==> src/smem_pkg.sv <==
// Purpose: Shared constants and types of the static memory mode block.
// Assumes: Registers on APB, one aligned 32-bit word each.
// Notes:   Strobe timing counts are fixed here; timing registers live
//          elsewhere.
package smem_pkg;
    // Chip selects served and their index width
    localparam int NUM_CS = 2;
    localparam int CS_W   = 1;
    localparam int ADDR_W = 24;

    // Register map
    localparam logic [7:0]  MODE_OFF   = 8'h0c;
    localparam logic [7:0]  CS_STRIDE  = 8'h10;
    localparam logic [7:0]  STATUS_OFF = 8'h40;
    localparam logic [31:0] MODE_RESET = 32'h1000_2103;
    localparam logic [31:0] MODE_WMASK = 32'h311f_3133;

    // Status word field positions
    localparam int STAT_BUSY_BIT  = 0;
    localparam int STAT_PAGE_BIT  = 1;
    localparam int STAT_FLOAT_LSB = 8;
    localparam int STAT_STATE_LSB = 16;

    // Access phase lengths in clock cycles
    localparam logic [3:0] SETUP_CYC      = 4'h1;
    localparam logic [3:0] PULSE_CYC      = 4'h3;
    localparam logic [3:0] PAGE_PULSE_CYC = 4'h2;
    localparam logic [3:0] HOLD_CYC       = 4'h1;

    // Smallest page is four bytes, so two address bits stay in a page
    localparam logic [2:0] PAGE_LSB_BASE = 3'h2;

    // Field encodings
    localparam logic [1:0] BUS_W8      = 2'h0;
    localparam logic [1:0] BUS_W16     = 2'h1;
    localparam logic [1:0] WAIT_OFF    = 2'h0;
    localparam logic [1:0] WAIT_FROZEN = 2'h2;
    localparam logic [1:0] WAIT_READY  = 2'h3;

    typedef enum logic [1:0] {
        ST_IDLE  = 2'b00,
        ST_SETUP = 2'b01,
        ST_PULSE = 2'b10,
        ST_HOLD  = 2'b11
    } acc_state_e;

    // Mode register laid out bit for bit
    typedef struct packed {
        logic [1:0] rsv31;
        logic [1:0] page_size_sel;
        logic [2:0] rsv27;
        logic       page_read_en;
        logic [2:0] rsv23;
        logic       float_optimize_en;
        logic [3:0] float_cycles;
        logic [1:0] rsv15;
        logic [1:0] bus_width_sel;
        logic [2:0] rsv11;
        logic       byte_access_type;
        logic [1:0] rsv7;
        logic [1:0] wait_mode_sel;
        logic [1:0] rsv3;
        logic       write_ctrl_sel;
        logic       read_ctrl_sel;
    } mode_s;

    // One access request from the on-chip side
    typedef struct packed {
        logic              write;
        logic [CS_W-1:0]   cs;
        logic [ADDR_W-1:0] addr;
        logic [15:0]       wdata;
        logic [1:0]        be;
    } req_s;
endpackage

==> src/static_mem_ctrl.sv <==
// Purpose: Per chip select mode registers and the access sequencer they
//          steer: page reads, data float, bus width, byte strobes, wait.
// Assumes: CLK at 20 MHz; external wait and data pins are asynchronous.
// Notes:   Strobe pins decode the registered state, so they may glitch
//          on state changes; data and address come from flip-flops.
`timescale 1ns/1ns
module static_mem_ctrl (
    input  wire logic                                CLK,
    input  wire logic                                RESET_N,
    input  wire logic                                PSEL,
    input  wire logic                                PENABLE,
    input  wire logic                                PWRITE,
    input  wire logic [7:0]                          PADDR,
    input  wire logic [31:0]                         PWDATA,
    output logic [31:0]                              PRDATA,
    output logic                                     PREADY,
    output logic                                     PSLVERR,
    input  wire smem_pkg::req_s                      REQ,
    input  wire logic                                REQ_VALID,
    output logic                                     REQ_READY,
    output logic                                     RSP_VALID,
    output logic [15:0]                              RSP_RDATA,
    output logic [smem_pkg::NUM_CS-1:0]              CHIP_SEL_N,
    output logic                                     READ_STROBE_N,
    output logic                                     WRITE_STROBE_N,
    output logic                                     BYTE_SEL0_N,
    output logic                                     BYTE_SEL1_N,
    output logic                                     BYTE_WRITE_STROBE0_N,
    output logic                                     BYTE_WRITE_STROBE1_N,
    output logic [smem_pkg::ADDR_W-1:0]              MEM_ADDR,
    output logic [15:0]                              DATA_OUT,
    output logic                                     DATA_OE,
    input  wire logic [15:0]                         DATA_IN,
    input  wire logic                                EXT_WAIT_N
);
    smem_pkg::mode_s            mode_r [smem_pkg::NUM_CS];
    smem_pkg::acc_state_e       state_r;
    smem_pkg::req_s             cur_r;
    smem_pkg::mode_s            cur_mode;
    smem_pkg::mode_s            req_mode;
    logic [3:0]                 cnt_r;
    logic [4:0]                 float_cnt_r;
    logic [smem_pkg::CS_W-1:0]  float_cs_r;
    logic                       page_valid_r;
    logic [smem_pkg::CS_W-1:0]  page_cs_r;
    logic [smem_pkg::ADDR_W-1:0] page_addr_r;
    logic                       wait_s1_r;
    logic                       wait_s2_r;
    logic [15:0]                data_s1_r;
    logic [15:0]                data_s2_r;
    logic [15:0]                rdata_r;
    logic                       rsp_valid_r;
    logic [31:0]                prdata_r;
    logic                       mode_hit;
    logic [smem_pkg::CS_W-1:0]  mode_sel;
    logic                       status_hit;
    logic [31:0]                status_word;
    logic                       wait_low;
    logic                       frozen;
    logic                       not_ready;
    logic                       pulse_end;
    logic                       float_hold;
    logic                       req_blocked;
    logic                       page_hit;
    logic                       accept;
    logic                       ctrl_is_cs;
    logic                       in_acc;
    logic                       wide;
    logic                       byte_write_mode;
    logic                       strobe_on;
    logic                       cs_on;

    // Byte address of one chip select's mode register
    function automatic logic [7:0] mode_addr(input int idx);
        return 8'(smem_pkg::MODE_OFF + smem_pkg::CS_STRIDE * idx);
    endfunction

    // Same page when address bits above the page offset agree
    function automatic logic page_match(
        input logic [smem_pkg::ADDR_W-1:0] a,
        input logic [smem_pkg::ADDR_W-1:0] b,
        input logic [1:0]                  psz
    );
        logic [2:0] sh;
        sh = {1'b0, psz} + smem_pkg::PAGE_LSB_BASE;
        return (a >> sh) == (b >> sh);
    endfunction

    // Pin synchronisers; first stage feeds only the second
    always_ff @(posedge CLK or negedge RESET_N) begin
        if (!RESET_N) begin
            wait_s1_r <= 1'b1;
            wait_s2_r <= 1'b1;
            data_s1_r <= 16'h0000;
            data_s2_r <= 16'h0000;
        end else begin
            wait_s1_r <= EXT_WAIT_N;
            wait_s2_r <= wait_s1_r;
            data_s1_r <= DATA_IN;
            data_s2_r <= data_s1_r;
        end
    end

    // APB address decode
    always_comb begin
        mode_hit = 1'b0;
        mode_sel = '0;
        for (int i = 0; i < smem_pkg::NUM_CS; i++) begin
            if (PADDR == mode_addr(i)) begin
                mode_hit = 1'b1;
                mode_sel = smem_pkg::CS_W'(i);
            end
        end
        status_hit = (PADDR == smem_pkg::STATUS_OFF);
    end

    // Mode registers; reserved bits never store, so they read zero
    always_ff @(posedge CLK or negedge RESET_N) begin
        if (!RESET_N) begin
            for (int i = 0; i < smem_pkg::NUM_CS; i++) begin
                mode_r[i] <= smem_pkg::MODE_RESET;
            end
        end else if (PSEL && PENABLE && PWRITE && mode_hit) begin
            mode_r[mode_sel] <= PWDATA & smem_pkg::MODE_WMASK;
        end
    end

    // Status: live view of the sequencer
    always_comb begin
        status_word = 32'h0000_0000;
        status_word[smem_pkg::STAT_BUSY_BIT] = (state_r != smem_pkg::ST_IDLE);
        status_word[smem_pkg::STAT_PAGE_BIT] = page_valid_r;
        status_word[smem_pkg::STAT_FLOAT_LSB +: 5] = float_cnt_r;
        status_word[smem_pkg::STAT_STATE_LSB +: 2] = state_r;
    end

    // Read data is captured in the setup phase so it leaves a flop
    always_ff @(posedge CLK or negedge RESET_N) begin
        if (!RESET_N) begin
            prdata_r <= 32'h0000_0000;
        end else if (PSEL && !PENABLE) begin
            if (mode_hit) begin
                prdata_r <= mode_r[mode_sel];
            end else if (status_hit) begin
                prdata_r <= status_word;
            end else begin
                prdata_r <= 32'h0000_0000;
            end
        end
    end

    assign PRDATA  = prdata_r;
    assign PREADY  = 1'b1;
    assign PSLVERR = PSEL && PENABLE && !(mode_hit || status_hit);

    // Decode of the current access and the wait input
    assign cur_mode  = mode_r[cur_r.cs];
    assign req_mode  = mode_r[REQ.cs];
    assign wait_low  = !wait_s2_r;
    assign frozen    = (state_r == smem_pkg::ST_PULSE) && wait_low
                    && (cur_mode.wait_mode_sel == smem_pkg::WAIT_FROZEN);
    assign not_ready = wait_low
                    && (cur_mode.wait_mode_sel == smem_pkg::WAIT_READY);
    assign pulse_end = (state_r == smem_pkg::ST_PULSE) && (cnt_r <= 4'h1)
                    && !frozen && !not_ready;
    // Float only guards the bus against a different driver
    assign float_hold = (float_cnt_r != 5'h00)
                     && ((cur_r.cs != float_cs_r) || cur_r.write);
    assign req_blocked = (float_cnt_r != 5'h00)
                      && ((REQ.cs != float_cs_r) || REQ.write);
    assign page_hit = page_valid_r && !REQ.write && (REQ.cs == page_cs_r)
                   && req_mode.page_read_en
                   && page_match(REQ.addr, page_addr_r,
                                 req_mode.page_size_sel);
    // Optimised modes may start setup while the float runs down
    assign REQ_READY = (state_r == smem_pkg::ST_IDLE)
                    && (!req_blocked || req_mode.float_optimize_en);
    assign accept = REQ_VALID && REQ_READY;

    // Access sequencer
    always_ff @(posedge CLK or negedge RESET_N) begin
        if (!RESET_N) begin
            state_r <= smem_pkg::ST_IDLE;
            cnt_r   <= 4'h0;
            cur_r   <= '0;
        end else begin
            unique case (state_r)
                smem_pkg::ST_IDLE: begin
                    if (accept) begin
                        cur_r <= REQ;
                        if (page_hit) begin
                            state_r <= smem_pkg::ST_PULSE;
                            cnt_r   <= smem_pkg::PAGE_PULSE_CYC;
                        end else begin
                            state_r <= smem_pkg::ST_SETUP;
                            cnt_r   <= smem_pkg::SETUP_CYC;
                        end
                    end
                end
                smem_pkg::ST_SETUP: begin
                    if (cnt_r > 4'h1) begin
                        cnt_r <= cnt_r - 4'h1;
                    end else if (!float_hold) begin
                        // Float wait lands after the setup here
                        state_r <= smem_pkg::ST_PULSE;
                        cnt_r   <= smem_pkg::PULSE_CYC;
                    end
                end
                smem_pkg::ST_PULSE: begin
                    if (frozen) begin
                        cnt_r <= cnt_r;
                    end else if (cnt_r > 4'h1) begin
                        cnt_r <= cnt_r - 4'h1;
                    end else if (pulse_end) begin
                        state_r <= smem_pkg::ST_HOLD;
                        cnt_r   <= smem_pkg::HOLD_CYC;
                    end
                end
                smem_pkg::ST_HOLD: begin
                    if (cnt_r > 4'h1) begin
                        cnt_r <= cnt_r - 4'h1;
                    end else begin
                        state_r <= smem_pkg::ST_IDLE;
                    end
                end
            endcase
        end
    end

    // Float counter starts when the read's controlling signal rises
    always_ff @(posedge CLK or negedge RESET_N) begin
        if (!RESET_N) begin
            float_cnt_r <= 5'h00;
            float_cs_r  <= '0;
        end else if (pulse_end && !cur_r.write) begin
            float_cnt_r <= {1'b0, cur_mode.float_cycles} + 5'h01;
            float_cs_r  <= cur_r.cs;
        end else if (float_cnt_r != 5'h00) begin
            float_cnt_r <= float_cnt_r - 5'h01;
        end
    end

    // Open page tracking; an idle gap drops the chip select and the page
    always_ff @(posedge CLK or negedge RESET_N) begin
        if (!RESET_N) begin
            page_valid_r <= 1'b0;
            page_cs_r    <= '0;
            page_addr_r  <= '0;
        end else if (accept) begin
            page_valid_r <= !REQ.write && req_mode.page_read_en;
            page_cs_r    <= REQ.cs;
            page_addr_r  <= REQ.addr;
        end else if (state_r == smem_pkg::ST_IDLE && !REQ_VALID) begin
            page_valid_r <= 1'b0;
        end
    end

    // Read data and the answer pulse
    always_ff @(posedge CLK or negedge RESET_N) begin
        if (!RESET_N) begin
            rdata_r     <= 16'h0000;
            rsp_valid_r <= 1'b0;
        end else begin
            if (pulse_end && !cur_r.write) begin
                rdata_r <= wide ? data_s2_r : {8'h00, data_s2_r[7:0]};
            end
            rsp_valid_r <= (state_r == smem_pkg::ST_HOLD)
                        && (cnt_r <= 4'h1);
        end
    end

    assign RSP_VALID = rsp_valid_r;
    assign RSP_RDATA = rdata_r;

    // Which signal times the access, and the byte lane scheme
    assign ctrl_is_cs = cur_r.write ? !cur_mode.write_ctrl_sel
                                    : !cur_mode.read_ctrl_sel;
    assign in_acc = (state_r != smem_pkg::ST_IDLE);
    assign wide   = (cur_mode.bus_width_sel == smem_pkg::BUS_W16);
    assign byte_write_mode = wide && cur_mode.byte_access_type;
    assign strobe_on = ctrl_is_cs ? in_acc
                                  : (state_r == smem_pkg::ST_PULSE);
    assign cs_on     = ctrl_is_cs ? (state_r == smem_pkg::ST_PULSE)
                                  : in_acc;

    // Chip selects; an open page keeps its select low between reads
    always_comb begin
        for (int i = 0; i < smem_pkg::NUM_CS; i++) begin
            CHIP_SEL_N[i] = !((in_acc && cs_on
                               && cur_r.cs == smem_pkg::CS_W'(i))
                            || (!in_acc && page_valid_r
                               && page_cs_r == smem_pkg::CS_W'(i)));
        end
    end

    // Strobes and byte lanes
    assign READ_STROBE_N  = !(strobe_on && !cur_r.write);
    assign WRITE_STROBE_N = !(strobe_on && cur_r.write
                            && !byte_write_mode);
    assign BYTE_WRITE_STROBE0_N = !(strobe_on && cur_r.write
                                  && byte_write_mode && cur_r.be[0]);
    assign BYTE_WRITE_STROBE1_N = !(strobe_on && cur_r.write
                                  && byte_write_mode && cur_r.be[1]);
    assign BYTE_SEL0_N = !(in_acc && wide && !cur_mode.byte_access_type
                         && cur_r.be[0]);
    assign BYTE_SEL1_N = !(in_acc && wide && !cur_mode.byte_access_type
                         && cur_r.be[1]);
    assign MEM_ADDR = cur_r.addr;
    assign DATA_OUT = cur_r.wdata;
    assign DATA_OE  = cur_r.write && (state_r == smem_pkg::ST_PULSE
                                   || state_r == smem_pkg::ST_HOLD);
endmodule

==> config.mk <==
export PLATFORM = sky130hd
export DESIGN_NAME = static_mem_ctrl
export DESIGN_NICKNAME = d
export VERILOG_FILES = /design/src/smem_pkg.sv /design/src/static_mem_ctrl.sv
export SDC_FILE = /design/constraint.sdc
export NUM_CORES = 1
export LEC_CHECK = 0
export ABC_AREA = 1
export BUFFER_PORTS_ARGS = -buffer_cell sky130_fd_sc_hd__buf_2
export CELL_PAD_IN_SITES_DETAIL_PLACEMENT = 0
export CELL_PAD_IN_SITES_GLOBAL_PLACEMENT = 1
export CORE_MARGIN = 2
export CORE_UTILIZATION = 32
export CTS_BUF_LIST = sky130_fd_sc_hd__clkbuf_8
export DETAILED_ROUTE_END_ITERATION = 8
export PLACE_DENSITY = 0.69
export SETUP_SLACK_MARGIN = 0.2
export SLEW_MARGIN = 15
export SYNTH_ARGS = -nofsm -noshare
export SYNTH_HDL_FRONTEND = slang
export SYNTH_SLANG_ARGS = --single-unit
==> constraint.sdc <==
create_clock -name CLK -period 2.55 [get_ports CLK]
set_input_delay 0.765 -clock CLK [delete_from_list [all_inputs] [get_ports CLK]]
set_output_delay 0.765 -clock CLK [all_outputs]
set_load 0.01 [all_outputs]
==> results.json <==
{
  "outcome": "finished with violations",
  "violations": "setup timing",
  "syn_to_final_growth_pct": 24.3,
  "timing.hold.ws_ns": 0.203,
  "dr.first_iter.drc_count": 371,
  "fillers": 2611,
  "async_reset_ff_share_pct": 100,
  "worstPathArrival_ns": 1.95,
  "critical_path_class": "flip-flop to primary output",
  "synth-main-ff-cell": "dfrtp_1",
  "drc_errors": 0,
  "totalPowerFinal_mw": 10.1,
  "cts.path.max_buffers": 2,
  "ys_seq_elements": 179,
  "die_width_um": 164,
  "die-area_um2": 27000,
  "num_vias": 6482,
  "cpMaxStageDelayCell": "dfrtp_2",
  "syn_area_um2": 8230,
  "setup_slack_ns": -0.169,
  "fp.dieH_um": 164,
  "postSynthCellCount": 974,
  "endpoint_kind": "primary output",
  "start_util_pct": 32.7,
  "cts_tree": "yes",
  "crit_top_cell": "nand2_1",
  "grt_usage_pct": 16.1,
  "drv_slew": 0,
  "critPathTopFamily": "simple AND/OR/NAND/NOR gates",
  "rsz0062_at_grt": "yes",
  "ant_nets": 0,
  "grt-ovfl-total": 0,
  "dr.pass1.iters": 6,
  "fin_skew_ns": 0.0228,
  "final_core_util_pct": 40.6,
  "power.density_nw_per_um2": 984,
  "htree_levels": 4,
  "path_cells": "inv_4 -> nand2_1 -> nand3_2 -> nand2_2 -> nand2_1 -> o21ai_2 -> nand2_1 -> nor2_1 -> buf_4 -> nand2_2 -> buf_6",
  "syn_area_per_cell_um2": 8.45,
  "startpoint_type": "flip-flop",
  "place.gp.congestion": 0.783,
  "ios": 208,
  "grt_max_degree": 57,
  "finalHoldViolCount": 0,
  "clkSinkCount": 179,
  "root_buffer": "clkbuf_8",
  "critPathBufInv": 3,
  "max_freq_mhz": 368,
  "core_region_area_um2": 25200,
  "cts_hold_buf": 0,
  "ir_drop_mv": 0.460,
  "setup_viol": 7,
  "grt_pass1_wl_um": 33400,
  "min_period_over_period_pct": 107,
  "grt_pass1_vias": 6284,
  "nets": 1271,
  "cp.required_ns": 1.79,
  "hold_path.class": "input port to asynchronous set/reset pin",
  "crit_path_max_fanout": 7,
  "drive_gt1_share_pct": 29.7,
  "yosysSeqAreaShare_pct": 54.6,
  "hpwl_um": 15200,
  "drt_wl_total_um": 21200,
  "clk_pin_slew_ns": 0.13,
  "port_buffers": 175,
  "numCtsBuffers": 17,
  "ys_types": 41,
  "ys_warn_count": 0,
  "clock_latency_ns": 0.48,
  "finalCriticalPeriod_ns": 2.72,
  "p_leak_nw": 5.41,
  "post_drt_wl_per_cell_um": 14.1,
  "maxCapViolCount": 0,
  "antenna_found_initial": 4,
  "synth-edff-count": 0,
  "rows": 58,
  "vias_per_cell": 4.32,
  "cp_slowest_stage_delay_ns": 0.51
}
[metrics by stage]
| step | setup TNS [ns] | cells | instance area, um2 | worst slack [ns] |
|---|---|---|---|---|
| 6_report | -0.653 | 1499 | 10200 | -0.169 |
| 5_1_grt | -1.73 | 1498 | 10200 | -0.318 |
| 4_1_cts | -0.966 | 1491 | 10000 | -0.233 |
| 3_5_place_dp | 0 | 1437 | 9270 | 0.158 |
| 3_3_place_gp | 0 | 1437 | 9270 | 0.159 |
| 2_1_floorplan | 0 | 987 | 8280 | 0.289 |
[metal layers]
metal	up-vias	track usage [%]	wire length, um
li1	3319	-	-
met1	3010	22.0	9990
met2	130	25.4	9930
met3	17	4.27	1040
met4	6	4.03	205
met5	-	0	40
[cell usage in the layout, fill, tap and decap left out, drive strengths merged, types with 3 or more instances in the layout]
cell      n
inv      99
o22ai     3
clkbuf   18
mux2i     3
a31oi     3
ha        9
buf     232
nand2   374
clkinv    9
xnor2     5
conb     15
nor3      6
o21ai    86
o31ai     8
a21oi     9
dfstp    12
dfrtp   167
xor2      6
nor2     68
nand3    21
o211ai    6
[final timing paths]
check | end | from | depth (start not counted) | slack (ns)
min in group CLK | data_s2_r[10] | data_s1_r[10] | 0 | 0.36
min reg2reg | data_s2_r[10] | data_s1_r[10] | 0 | 0.36
max in group asynchronous | page_addr_r[13] | RESET_N | 2 | 1.63
max reg2reg | state_r[0] | state_r[1] | 18 | 0.33
max | BYTE_WRITE_STROBE0_N | cur_r[42] | 11 | -0.17
min | data_s1_r[4] | RESET_N | 1 | 0.20
[synth_stat cells, types with 2 or more instances]
| master | count | area share [%] |
|---|---|---|
| nor2_1 | 65 | 3.0 |
| or2_2 | 2 | 0.15 |
| o211ai_1 | 6 | 0.55 |
| a32oi_1 | 2 | 0.21 |
| ha_1 | 9 | 1.4 |
| clkbuf_1 | 9 | 0.41 |
| mux2i_1 | 3 | 0.36 |
| xor2_1 | 6 | 0.64 |
| dfrtp_1 | 167 | 51 |
| nand2_1 | 367 | 17 |
| a31oi_1 | 3 | 0.23 |
| dfstp_2 | 12 | 3.8 |
| o21ai_0 | 72 | 4.4 |
| o31ai_1 | 8 | 0.73 |
| a21oi_1 | 8 | 0.49 |
| nand2_2 | 6 | 0.46 |
| buf_4 | 62 | 5.7 |
| nand3_1 | 18 | 1.1 |
| inv_2 | 7 | 0.32 |
| nor3_1 | 6 | 0.36 |
| nand3_4 | 2 | 0.43 |
| conb_1 | 2 | 0.091 |
| inv_1 | 86 | 3.9 |
| xnor2_1 | 5 | 0.53 |
| o21ai_1 | 13 | 0.79 |
| buf_2 | 10 | 0.61 |
| o22ai_1 | 2 | 0.15 |
| nor2_2 | 3 | 0.23 |
[flip-flops by register name, summed over array words and instances (netlist names), 2 cells and up]
| register | flops |
|---|---|
| cur_r | 4 |
| float_cnt_r | 5 |
| MEM_ADDR | 24 |
| RSP_RDATA | 16 |
| data_s2_r | 16 |
| PRDATA | 18 |
| DATA_OUT | 16 |
| data_s1_r | 16 |
| mode_r | 30 |
| page_addr_r | 22 |
| state_r | 2 |
| cnt_r | 4 |
[report_power, final]
group          internal [mW]  leakage, nW  switching (mW)  total (mW)
Combinational           1.71         2.94            2.28        3.99
Clock                  0.797        0.221            1.31        2.11
Sequential              3.54         2.24           0.435        3.97
Total                   6.04         5.41            4.03        10.1
[area by class of cell]
type,instances,area (um2),area share [%]
sequential,179,4500,44.0
clock inverter,15,220,2.15
timing repair buffer,233,1450,14.2
inverter,93,352,3.44
multi-input combinational,631,3060,29.9
clock buffer,17,234,2.29
antenna,1,2.50,0.0245
tap,330,413,4.04
[cell families (layout without fill, tap and decap cells)]
| logic type | after synthesis | count (layout) | synth area share (%) |
|---|---|---|---|
| XOR/XNOR | 11 | 11 | 1.17 |
| adder cells (fa/ha/maj) | 9 | 9 | 1.37 |
| AO/OA/AOI/OAI | 119 | 119 | 8.30 |
| flip-flops | 179 | 179 | 54.6 |
| AND/OR/NAND/NOR | 474 | 474 | 22.9 |
| buffers and inverters | 177 | 358 | 11.2 |
| other | 2 | 16 | 0.0913 |
| multiplexers | 3 | 3 | 0.365 |
[repair_timing]
item,CTS,global route
pin swaps,9,10
hold endpoints to repair,0,0
gates resized for setup,44,38
cloned,0,0
setup endpoints to repair,10,13
buffers inserted,22,7
Power figures use the tool's default switching activity.
